==> config.mk <==
export PLATFORM = sky130hd
export DESIGN_NAME = sfr_status
export DESIGN_NICKNAME = d
export VERILOG_FILES = /design/src/design/sfr_pkg.sv /design/src/design/sfr_status.sv /design/src/design/sfr_alu.sv
export VERILOG_INCLUDE_DIRS = /design/src /design/src/design
export SDC_FILE = /design/constraint.sdc
export NUM_CORES = 1
export LEC_CHECK = 0
export BUFFER_PORTS_ARGS = -buffer_cell sky130_fd_sc_hd__buf_2
export CAP_MARGIN = 20
export CELL_PAD_IN_SITES_DETAIL_PLACEMENT = 1
export CELL_PAD_IN_SITES_GLOBAL_PLACEMENT = 2
export CORE_UTILIZATION = 29
export CTS_CLUSTER_DIAMETER = 60
export CTS_CLUSTER_SIZE = 30
export DETAILED_ROUTE_END_ITERATION = 6
export HOLD_SLACK_MARGIN = 0.02
export PLACE_DENSITY_LB_ADDON = 0.3
export SYNTH_ARGS = -nofsm -noshare
export SYNTH_HDL_FRONTEND = slang
export SYNTH_SLANG_ARGS = --single-unit
==> constraint.sdc <==
create_clock -name clk_sys_in -period 9.4 [get_ports clk_sys_in]
set_input_delay 0.94 -clock clk_sys_in [delete_from_list [all_inputs] [get_ports clk_sys_in]]
set_output_delay 0.94 -clock clk_sys_in [all_outputs]
set_load 0.05 [all_outputs]
==> src/design/sfr_defines.svh <==
`ifndef SFR_DEFINES_SVH
`define SFR_DEFINES_SVH

// ****************************************
// status bit positions
// ****************************************
`define SFR_BIT_UPPER 7
`define SFR_BIT_BANKH 6
`define SFR_BIT_BANKL 5
`define SFR_BIT_WDOG  4
`define SFR_BIT_SLEEP 3
`define SFR_BIT_ZERO  2
`define SFR_BIT_NIB   1
`define SFR_BIT_MSB   0

// ****************************************
// reset values
// ****************************************
`define SFR_RST_UPPER 3'h0
`define SFR_RST_EVT   1'b1
`define SFR_RST_FLAG  3'h0
`define SFR_RST_IRQ   4'h0
`define SFR_RST_CTRL  1'b0

// ****************************************
// register offsets
// ****************************************
`define SFR_OFF_STATUS   8'h00
`define SFR_OFF_IRQ_STAT 8'h04
`define SFR_OFF_IRQ_MASK 8'h08
`define SFR_OFF_CTRL     8'h0c

// ****************************************
// interrupt event positions
// ****************************************
`define SFR_EV_EXPIRE 0
`define SFR_EV_SLEEP  1
`define SFR_EV_KICK   2
`define SFR_EV_RSVD   3

`endif

==> src/design/sfr_pkg.sv <==
package sfr_pkg;

	// ****************************************
	// core operations
	// ****************************************
	typedef enum logic [3:0]
	{
		sfr_op_none,
		sfr_op_add,
		sfr_op_sub,
		sfr_op_and,
		sfr_op_or,
		sfr_op_xor,
		sfr_op_clr,
		sfr_op_movz,
		sfr_op_inc,
		sfr_op_dec,
		sfr_op_com,
		sfr_op_rrc,
		sfr_op_rlc,
		sfr_op_swap,
		sfr_op_pass
	} sfr_op_type;

endpackage

==> src/design/sfr_status.sv <==
// The placing of the registers and the AHB-Lite register port are this design's own decisions.
`include "sfr_defines.svh"

// How it works
// - Bit 5 selects bank 1 or bank 0 and forms the top bit of a direct data address.
// - Bit 4 goes to one on power-up, a watchdog kick or sleep, and to zero on a time-out.
// - Bit 3 goes to one on power-up or a watchdog kick, and to zero on sleep.
// - Bit 2 is one when an arithmetic or logic result is zero and zero otherwise.
// - For add and subtract bit 1 holds the carry out of the low nibble.
// - For add and subtract bit 0 holds the carry out of the top result bit.
// - Subtract adds the two's complement, so both carries read one when no borrow.
// - Rotates load bit 0 with the bit shifted out of the source.
// - Reset clears bit 5 and sets bits 4 and 3; those two are read-only.
// - A flag-changing instruction aimed at this register keeps its flags in bits 2 to 0; bits 7 to 5 take the data, bits 7 and 6 only with the guard off.
// - Instruction writes never change bits 4 and 3.
module sfr_status
(
	// clock and reset
	input  wire logic                clk_sys_in,
	input  wire logic                srst_in,
	// instruction commit
	input  wire logic                exec_in,
	input  wire sfr_pkg::sfr_op_type op_in,
	input  wire logic [7:0]          w_in,
	input  wire logic [7:0]          f_in,
	input  wire logic                dest_status_in,
	// watchdog and power events
	input  wire logic                wdog_kick_in,
	input  wire logic                sleep_in,
	input  wire logic                wdog_expire_in,
	// direct addressing
	input  wire logic [6:0]          dir_addr_in,
	output logic [7:0]               bank_addr_out,
	output logic                     bank_sel_out,
	// result and status
	output logic [7:0]               result_out,
	output logic [7:0]               status_out,
	// ahb-lite slave
	input  wire logic                hsel_in,
	input  wire logic [31:0]         haddr_in,
	input  wire logic [1:0]          htrans_in,
	input  wire logic                hwrite_in,
	input  wire logic [2:0]          hsize_in,
	input  wire logic [31:0]         hwdata_in,
	input  wire logic                hready_in,
	output logic                     hreadyout_out,
	output logic [31:0]              hrdata_out,
	output logic                     hresp_out,
	// interrupt
	output logic                     irq_out
);
	import sfr_pkg::*;

	// ****************************************
	// declarations
	// ****************************************
	logic [7:0] status_r;
	logic [7:0] result_r;
	logic [7:0] bank_addr_r;
	logic [7:0] alu_res;
	logic       alu_zero;
	logic       alu_nib;
	logic       alu_msb;
	logic       upd_zero;
	logic       upd_nib;
	logic       upd_msb;
	logic       data_wr;
	logic       flag_blk;
	logic [1:0] rsvd_nxt;
	logic [3:0] ev;
	logic [3:0] irq_stat_r;
	logic [3:0] irq_mask_r;
	logic       ctrl_guard_r;
	logic       irq_r;
	logic       ap_take;
	logic       dp_wr_r;
	logic [7:0] dp_addr_r;
	logic [31:0] hrdata_r;

	// ****************************************
	// alu
	// ****************************************
	sfr_alu sfr_alu_inst
	(
		.op_in        (op_in),
		.w_in         (w_in),
		.f_in         (f_in),
		.carry_in     (status_r[`SFR_BIT_MSB]),
		.res_out      (alu_res),
		.zero_out     (alu_zero),
		.nib_out      (alu_nib),
		.msb_out      (alu_msb),
		.upd_zero_out (upd_zero),
		.upd_nib_out  (upd_nib),
		.upd_msb_out  (upd_msb)
	);

	assign data_wr  = exec_in && dest_status_in;
	assign flag_blk = upd_zero || upd_nib || upd_msb;
	// guard forces reserved bits low
	assign rsvd_nxt = ctrl_guard_r ? 2'b00 : alu_res[7:6];

	// ****************************************
	// bank and reserved bits
	// ****************************************
	always_ff @(posedge clk_sys_in)
	begin
		if (srst_in)
		begin
			status_r[7:5] <= `SFR_RST_UPPER;
		end
		else if (data_wr)
		begin
			status_r[7:6] <= rsvd_nxt;
			status_r[5]   <= alu_res[5];
		end
	end

	// ****************************************
	// time-out bit
	// ****************************************
	always_ff @(posedge clk_sys_in)
	begin
		if (srst_in)
		begin
			status_r[4] <= `SFR_RST_EVT;
		end
		else if (wdog_expire_in)
		begin
			status_r[4] <= 1'b0;
		end
		else if (wdog_kick_in || sleep_in)
		begin
			status_r[4] <= 1'b1;
		end
	end

	// ****************************************
	// power-down bit
	// ****************************************
	always_ff @(posedge clk_sys_in)
	begin
		if (srst_in)
		begin
			status_r[3] <= `SFR_RST_EVT;
		end
		else if (sleep_in)
		begin
			status_r[3] <= 1'b0;
		end
		else if (wdog_kick_in)
		begin
			status_r[3] <= 1'b1;
		end
	end

	// ****************************************
	// arithmetic flags
	// ****************************************
	always_ff @(posedge clk_sys_in)
	begin
		if (srst_in)
		begin
			status_r[2:0] <= `SFR_RST_FLAG;
		end
		else if (exec_in)
		begin
			if (upd_zero)
			begin
				status_r[2] <= alu_zero;
			end
			else if (data_wr && !flag_blk)
			begin
				status_r[2] <= alu_res[2];
			end
			if (upd_nib)
			begin
				status_r[1] <= alu_nib;
			end
			else if (data_wr && !flag_blk)
			begin
				status_r[1] <= alu_res[1];
			end
			if (upd_msb)
			begin
				status_r[0] <= alu_msb;
			end
			else if (data_wr && !flag_blk)
			begin
				status_r[0] <= alu_res[0];
			end
		end
	end

	// ****************************************
	// result and direct address
	// ****************************************
	always_ff @(posedge clk_sys_in)
	begin
		if (srst_in)
		begin
			result_r <= 8'h00;
		end
		else if (exec_in)
		begin
			result_r <= alu_res;
		end
	end

	always_ff @(posedge clk_sys_in)
	begin
		if (srst_in)
		begin
			bank_addr_r <= 8'h00;
		end
		else
		begin
			bank_addr_r <= {status_r[`SFR_BIT_BANKL], dir_addr_in};
		end
	end

	// ****************************************
	// interrupt events
	// ****************************************
	always_comb
	begin
		ev                = 4'h0;
		ev[`SFR_EV_EXPIRE] = wdog_expire_in;
		ev[`SFR_EV_SLEEP]  = sleep_in;
		ev[`SFR_EV_KICK]   = wdog_kick_in;
		ev[`SFR_EV_RSVD]   = data_wr && (alu_res[7:6] != 2'b00);
	end

	// set wins over write-one-to-clear
	always_ff @(posedge clk_sys_in)
	begin
		if (srst_in)
		begin
			irq_stat_r <= `SFR_RST_IRQ;
		end
		else if (dp_wr_r && dp_addr_r == `SFR_OFF_IRQ_STAT)
		begin
			irq_stat_r <= (irq_stat_r & ~hwdata_in[3:0]) | ev;
		end
		else
		begin
			irq_stat_r <= irq_stat_r | ev;
		end
	end

	always_ff @(posedge clk_sys_in)
	begin
		if (srst_in)
		begin
			irq_mask_r   <= `SFR_RST_IRQ;
			ctrl_guard_r <= `SFR_RST_CTRL;
		end
		else if (dp_wr_r)
		begin
			if (dp_addr_r == `SFR_OFF_IRQ_MASK)
			begin
				irq_mask_r <= hwdata_in[3:0];
			end
			if (dp_addr_r == `SFR_OFF_CTRL)
			begin
				ctrl_guard_r <= hwdata_in[0];
			end
		end
	end

	always_ff @(posedge clk_sys_in)
	begin
		if (srst_in)
		begin
			irq_r <= 1'b0;
		end
		else
		begin
			irq_r <= |(irq_stat_r & irq_mask_r);
		end
	end

	// ****************************************
	// ahb-lite slave, zero wait states
	// ****************************************
	assign ap_take = hsel_in && hready_in && htrans_in[1] && (hsize_in == 3'h2);

	always_ff @(posedge clk_sys_in)
	begin
		if (srst_in)
		begin
			dp_wr_r   <= 1'b0;
			dp_addr_r <= 8'h00;
			hrdata_r  <= 32'h0000_0000;
		end
		else
		begin
			dp_wr_r <= ap_take && hwrite_in && (haddr_in[31:8] == 24'h00_0000);
			if (ap_take)
			begin
				dp_addr_r <= haddr_in[7:0];
			end
			if (ap_take && !hwrite_in && haddr_in[31:8] == 24'h00_0000)
			begin
				case (haddr_in[7:0])
					`SFR_OFF_STATUS:   hrdata_r <= {24'h00_0000, status_r};
					`SFR_OFF_IRQ_STAT: hrdata_r <= {28'h000_0000, irq_stat_r};
					`SFR_OFF_IRQ_MASK: hrdata_r <= {28'h000_0000, irq_mask_r};
					`SFR_OFF_CTRL:     hrdata_r <= {31'h0000_0000, ctrl_guard_r};
					default:           hrdata_r <= 32'h0000_0000;
				endcase
			end
		end
	end

	// ****************************************
	// outputs
	// ****************************************
	assign status_out    = status_r;
	assign bank_sel_out  = status_r[`SFR_BIT_BANKL];
	assign bank_addr_out = bank_addr_r;
	assign result_out    = result_r;
	assign hreadyout_out = 1'b1;
	assign hresp_out     = 1'b0;
	assign hrdata_out    = hrdata_r;
	assign irq_out       = irq_r;
endmodule // sfr_status

==> src/design/sfr_alu.sv <==
module sfr_alu
(
	// operation
	input  wire sfr_pkg::sfr_op_type op_in,
	input  wire logic [7:0]          w_in,
	input  wire logic [7:0]          f_in,
	input  wire logic                carry_in,
	// result and flags
	output logic [7:0]               res_out,
	output logic                     zero_out,
	output logic                     nib_out,
	output logic                     msb_out,
	output logic                     upd_zero_out,
	output logic                     upd_nib_out,
	output logic                     upd_msb_out
);
	import sfr_pkg::*;

	logic [7:0] addend;
	logic       cin;
	logic [4:0] nib_sum;
	logic [8:0] sum;

	// subtract as add of two's complement
	always_comb
	begin
		addend  = (op_in == sfr_op_sub) ? ~w_in : w_in;
		cin     = (op_in == sfr_op_sub);
		nib_sum = {1'b0, f_in[3:0]} + {1'b0, addend[3:0]} + {4'h0, cin};
		sum     = {1'b0, f_in} + {1'b0, addend} + {8'h00, cin};
	end

	always_comb
	begin
		res_out      = f_in;
		nib_out      = 1'b0;
		msb_out      = 1'b0;
		upd_zero_out = 1'b1;
		upd_nib_out  = 1'b0;
		upd_msb_out  = 1'b0;
		case (op_in)
			sfr_op_add, sfr_op_sub:
			begin
				res_out     = sum[7:0];
				nib_out     = nib_sum[4];
				msb_out     = sum[8];
				upd_nib_out = 1'b1;
				upd_msb_out = 1'b1;
			end
			sfr_op_and:  res_out = f_in & w_in;
			sfr_op_or:   res_out = f_in | w_in;
			sfr_op_xor:  res_out = f_in ^ w_in;
			sfr_op_clr:  res_out = 8'h00;
			sfr_op_movz: res_out = f_in;
			sfr_op_inc:  res_out = f_in + 8'h01;
			sfr_op_dec:  res_out = f_in - 8'h01;
			sfr_op_com:  res_out = ~f_in;
			sfr_op_rrc:
			begin
				res_out      = {carry_in, f_in[7:1]};
				msb_out      = f_in[0];
				upd_zero_out = 1'b0;
				upd_msb_out  = 1'b1;
			end
			sfr_op_rlc:
			begin
				res_out      = {f_in[6:0], carry_in};
				msb_out      = f_in[7];
				upd_zero_out = 1'b0;
				upd_msb_out  = 1'b1;
			end
			sfr_op_swap:
			begin
				res_out      = {f_in[3:0], f_in[7:4]};
				upd_zero_out = 1'b0;
			end
			default:
			begin
				res_out      = f_in;
				upd_zero_out = 1'b0;
			end
		endcase
		zero_out = (res_out == 8'h00);
	end

endmodule // sfr_alu

==> impl_metrics.ini, run 1 <==
[clock_network]
h-tree-depth = 2
cts_tree = done
cts_resized = 0
cts_setup_buffers = 0
numCtsBuffers = 5
clkTransAtPathRegs_ns = 0.07
root_buffer = clkbuf_16
clkLatencyLatePin_ns = 0.29
cts.sinks = 51
hold_buffers = 0
clk_path_buf_depth = 2

[setup_path]
critPathArrivalTime_ns = 4.66
start_kind = primary input
path_max_fanout = 39
criticalPathCategory = in -> reg
worstPathRequired_ns = 9.53
critPathCaptureType = flop

[die]
io_pins = 166
row_count = 43
coreArea_um2 = 14000
chipHeight_um = 122
start_util_pct = 30.1
die_x_um = 122
dieArea_um2 = 15000

[placed_design]
hpwl_um = 11400
io_buffers = 110
gpl.final_weighted_congestion = 0.902
place_area_um2 = 4740

[timing]
rsz0062_at_grt = no
tightest_slew_ns = 1.09
fin_crit_sh_pct = 48.2
drv_slew = 0
fin_crit_ns = 4.53
tns_ns = 0
setup_violations = 0
skew_ns = 0.00645
hold_viol_final = 0
timing.slew.headroom_pct = 27.4
fmax_ghz = 0.221

[synth]
synth_edf_count = 0
synthesis.area_um2 = 4210
synth_area_leaders = dfxtp_1 (24%), ha_1 (7.4%), mux2i_1 (6.7%)
synth.ff_latch_count = 51
synthCells = 554
yosysTopAreaCell = dfxtp_1
ys_seq_area_share_pct = 24.3
postSynth.asyncResetShare_pct = 0
synthTopCellsByCount = nor2_1 (65), dfxtp_1 (51), a21oi_1 (48), nand2_1 (37)
syn_avg_cell_area_um2 = 7.59
yosysMostFrequentCell = nor2_1
ys.warnings.count = 0
synth_top_area_share_pct = 24.3
ys_types = 70
synth_ff_type = dfxtp_1

[layout]
fill_cells = 1769
nets = 766
syn2layout_area_growth_pct = 16.5
multiInputGateArea_um2 = 2820
final_util_pct = 35.0
diodes = 0
seq_area_um2 = 1020
final_cell_area_um2 = 4900
drive_above_1_share_pct = 21.9

[worst_hold_path]
hold_path.class = reg -> reg

[global_route]
grt_pass1_vias = 4241
gr-total-overflow = 0
grt_usage_pct = 19.6
antenna_found_initial = 0
grt_pass1_wl_um = 22800
grt_max_degree = 53

[job]
maxCapViolations = 0

[power_and_ir_drop]
power.density_nw_per_um2 = 128
p_leak_nw = 2.17
vdd_drop_max_mv = 0.0647

[detailed_routing]
drt_iter0_drc = 207
drc = 0
wl_um = 14800
vias = 4325
antenna_left = 0
routed_via_density = 5.31
wire_per_inst_um = 18.1
dr.pass1.iters = 4

[outcome]
status = finished clean
worst max-delay path, stage by stage:
cell and delay (ns):
buf_2 0.08, buf_4 0.34, or4b_1 0.75, xnor2_1 0.36
ha_1 0.29, nand2_1 0.10, o21ai_0 0.11, or4_4 0.52
a21oi_1 0.25, nor3_1 0.08, a211oi_1 0.55, or3b_1 0.20
o22ai_1 0.06
placed cells by master, fill, tap and decap left out, types with 4 or more instances in the layout:
cell type | netlist | layout
o211ai_1 | 6 | 6
nand2_1 | 37 | 37
o21a_1 | 4 | 4
or2_2 | 7 | 7
nor3_1 | 12 | 12
nand3_1 | 11 | 11
a21oi_1 | 48 | 48
nor2_1 | 65 | 65
conb_1 | 2 | 26
ha_1 | 25 | 25
and3_1 | 5 | 5
buf_4 | 28 | 5
a22o_1 | 4 | 4
a31oi_1 | 7 | 7
o21ai_0 | 27 | 27
inv_1 | 22 | 22
nor4_1 | 10 | 10
a22oi_1 | 5 | 5
o22ai_1 | 5 | 5
clkbuf_16 | 0 | 5
dfxtp_1 | 51 | 51
nand4_1 | 6 | 6
buf_2 | 8 | 110
xnor2_1 | 11 | 11
nor2b_1 | 14 | 14
nand2b_1 | 11 | 11
mux2i_1 | 28 | 28
layout make-up:
class / count / share of cell area (%)
clock buffer: 7 / 3.12
clock inverter: 1 / 0.153
inverter: 22 / 1.69
multi-input combinational: 439 / 57.6
sequential: 51 / 20.8
tap: 180 / 4.60
timing repair buffer: 115 / 12.0
metrics by stage:
step / setup WS (ns) / total power, mW / cells / hold WS [ns]
3_5_place_dp: 4.56 / 0.443 / 807 / 0.464
3_3_place_gp: 4.62 / 0.439 / 807 / 0.453
4_1_cts: 4.85 / 0.636 / 815 / 0.475
5_1_grt: 4.59 / 0.665 / 815 / 0.498
2_1_floorplan: 5.51 / 0.388 / 578 / 0.452
6_report: 4.87 / 0.629 / 815 / 0.469
cells by family after synthesis:
kind of cell / Yosys count / synth area share, %
buffers and inverters: 88 / 10.8
flip-flops: 51 / 24.3
other: 2 / 0.179
multiplexers: 29 / 7.20
XOR/XNOR: 13 / 2.71
adder cells (fa/ha/maj): 26 / 7.91
AND/OR/NAND/NOR: 203 / 25.0
AO/OA/AOI/OAI: 142 / 22.0
power by group:
part           total (mW)  internal, mW  switching [mW]
Sequential          0.231         0.224         0.00619
Clock               0.191         0.113          0.0778
Combinational       0.207        0.0645           0.143
Total               0.629         0.402           0.227
state kept, by name, indices dropped and copies added (netlist names):
name and flops:
result_out 8, hrdata_out 8, irq_stat_r 4, dp_addr_r 8, irq_mask_r 4, bank_addr_out 8, dp_wr_r 1, ctrl_guard_r 1
bank_sel_out 1, status_out 7, irq_out 1
per-layer routing:
layer	share of wire (%)	wire length, um	vias to the layer above	track usage [%]
met5	0	0	-	0
met4	0.63	93	0	2.74
met3	6.5	957	6	2.51
met2	45	6690	143	32.5
met1	48	7030	2088	27.4
li1	-	-	2088	-
worst paths after layout:
path,startpoint,end,slack (ns),cells past startpoint
worst max-delay path,op_in[1],status_out[2],4.87,13
worst min-delay path,result_out[4],result_out[4],0.47,2
worst max register to register,dp_addr_r[4],irq_stat_r[3],7.06,7
worst min register to register,result_out[4],result_out[4],0.47,2
(Power assumes the default switching activity.)
==> run 2: changes to the inputs <==
ABC_AREA = 1   (was not set)
CORE_UTILIZATION = 22   (was 29)
clock period = 4.1 ns   (was 9.4 ns; I/O delays follow)
==> run 2 against run 1 <==
Compared with the run above: core utilization fell by 7.3 points; non-clock buffer count fell by 5; clock skew fell by 0.0035 ns; critical path type unchanged; critical endpoint unchanged; largest cell class unchanged.
==> impl_metrics.ini, run 2 <==
[outcome]
status = finished clean

[worst_hold_path]
hp-start = dir_addr_in[2]
min_path_cells = 3
hold_path.class = in -> reg
min_to = bank_addr_out[2]

[clock_network]
cts_tree = done
h-tree-depth = 2
cts_resized = 0
root_buffer = clkbuf_16
cts_setup_buffers = 0
clk_path_buf_depth = 2
numCtsBuffers = 5
cts.sinks = 51
hold_buffers = 0
clkLatencyLatePin_ns = 0.29
clkTransAtPathRegs_ns = 0.06

[power_and_ir_drop]
power.density_nw_per_um2 = 307
finalPower_mw = 1.48
p_leak_nw = 2.43
vdd_drop_max_mv = 0.161

[global_route]
antenna_found_initial = 0
grt_usage_pct = 15.2
gr-total-overflow = 0
grt_max_degree = 31
grt_pass1_vias = 4239
grt_pass1_wl_um = 22000

[synth]
yosysMostFrequentCell = nand2_1
synth_edf_count = 0
synthTopCellsByCount = nand2_1 (127), inv_1 (92), nor2_1 (72), dfxtp_1 (51), o21ai_0 (43)
synth.ff_latch_count = 51
synthMuxAreaShare_pct = 0
syn_avg_cell_area_um2 = 6.40
synth_top_area_share_pct = 25.8
synth_fa_ha_area_share_pct = 8.40
synth_top_family_by_area = simple AND/OR/NAND/NOR gates
ys_seq_area_share_pct = 25.8
synthXorXnorAreaFrac_pct = 1.99
ys_types = 41
synth_compound_area_share_pct = 15.5
yosys.area_share.simple_pct = 32.6
postSynth.asyncResetShare_pct = 0
synthCells = 619
yosysTopAreaCell = dfxtp_1
ys.warnings.count = 0
synthesis.area_um2 = 3960
synth_area_leaders = dfxtp_1 (26%), nand2_1 (12%), inv_1 (8.7%)
synth_ff_type = dfxtp_1

[timing]
fmax_ghz = 0.327
holdWs_ns = 0.324
tightest_slew_ns = 0.931
tns_ns = 0
timing.final.ws_setup_ns = 1.04
fin_crit_sh_pct = 74.6
setup_violations = 0
skew_ns = 0.00299
timing.slew.headroom_pct = 37.8
drv_slew = 0
rsz0062_at_grt = no
fin_crit_ns = 3.06
hold_viol_final = 0

[placed_design]
dp.cells = 941
hpwl_um = 11700
place_area_um2 = 4630
dp_slack_ns = 0.779
io_buffers = 110
gpl.final_weighted_congestion = 0.850

[detailed_routing]
dr.pass1.iters = 4
drc = 0
routed_via_density = 4.52
drt_iter0_drc = 222
vias = 4290
wire_per_inst_um = 14.8
wl_um = 14000
antenna_left = 0

[layout]
syn2layout_area_growth_pct = 21.7
fin_cells = 949
final_cell_area_um2 = 4820
fill_cells = 2279
layout_common_cells = nand2_1 (127), buf_2 (110), inv_1 (92), nor2_1 (72), dfxtp_1 (51)
nets = 855
final_util_pct = 27.7
diodes = 0
drive_above_1_share_pct = 19.2
final_common_cell = nand2_1

[setup_path]
timing.rr.end = irq_mask_r[1]
critPathCaptureType = flop
critPathArrivalTime_ns = 3.23
worstPathRequired_ns = 4.27
worst_r2r_path_depth = 7
r2r_setup_slack_ns = 2.47
r2r-start = dp_addr_r[4]
path_max_fanout = 7
start_kind = primary input
criticalPathCategory = in -> reg

[die]
io_pins = 166
dieArea_um2 = 18500
die_x_um = 136
coreArea_um2 = 17400
start_util_pct = 22.7
chipHeight_um = 136
row_count = 48

[job]
maxCapViolations = 0
## run 2: cell count changes after synthesis, moves of 8 or more
| cell | before | now |
|---|---|---|
| a21oi_1 | 48 | 35 |
| buf_2 | 8 | 0 |
| clkbuf_1 | 27 | 8 |
| inv_1 | 22 | 92 |
| mux2i_1 | 28 | 0 |
| nand2_1 | 37 | 127 |
| nand2b_1 | 11 | 0 |
| nand3_1 | 11 | 37 |
| nand4_1 | 6 | 16 |
| nor2b_1 | 14 | 0 |
| o21ai_0 | 27 | 43 |
| xnor2_1 | 11 | 0 |
## run 2: cell type report
class	instances	area, um2	area share, %
flip-flops and latches	51	1020	21.2
multi-input cells	459	2420	50.2
well taps	225	282	5.84
clock buffers	6	129	2.67
clock inverters	2	60.1	1.25
inverters	96	360	7.48
repair buffers	110	551	11.4
## run 2: power by group
part	internal [mW]	switching, mW
Combinational	0.115	0.311
Sequential	0.516	0.0132
Clock	0.350	0.175
## run 2: how the worst max path moves through the flow
| stage | from | end | slack (ns) |
|---|---|---|---|
| after global placement | op_in[1] | status_out[0] | 0.82 |
| after detailed placement | op_in[1] | status_out[0] | 0.78 |
| final | op_in[1] | status_out[2] | 1.04 |
| after CTS | op_in[1] | status_out[0] | 1.06 |
| after floorplan | op_in[2] | status_out[2] | 1.53 |
| after global routing | op_in[1] | status_out[2] | 0.74 |
## run 2: per-layer routing
metal  vias up  GRT usage (%)  wire length [um]
li1       2170              -                 -
met1      2008           20.9              6760
met2       102           25.2              6460
met3        10           2.05               641
met4         0           2.41               151
met5         -              0                 0
## run 2: cell families (layout without fill, tap and decap cells)
kind of cell	count (synthesis)	in the layout
DFF	51	51
xor gates and xnor gates	9	9
buffers and inverters	133	214
and+or+nand+nor	290	290
AOI/OAI and AO/OA	108	108
adders and majority gates	26	26
other	2	26
## run 2: worst max-delay path, cell delays in order
cell	delay, ns
buf_2	0.14
inv_2	0.08
nor2_1	0.20
nand2_1	0.32
xor2_1	0.27
fa_1	0.45
nand3_1	0.08
nand3_1	0.15
nand2_1	0.14
a21oi_1	0.07
o21ai_0	0.28
nand3_1	0.17
nand2_1	0.10
inv_1	0.04
nand3b_1	0.14
nor2_2	0.07
nand2_1	0.07
a21oi_2	0.05
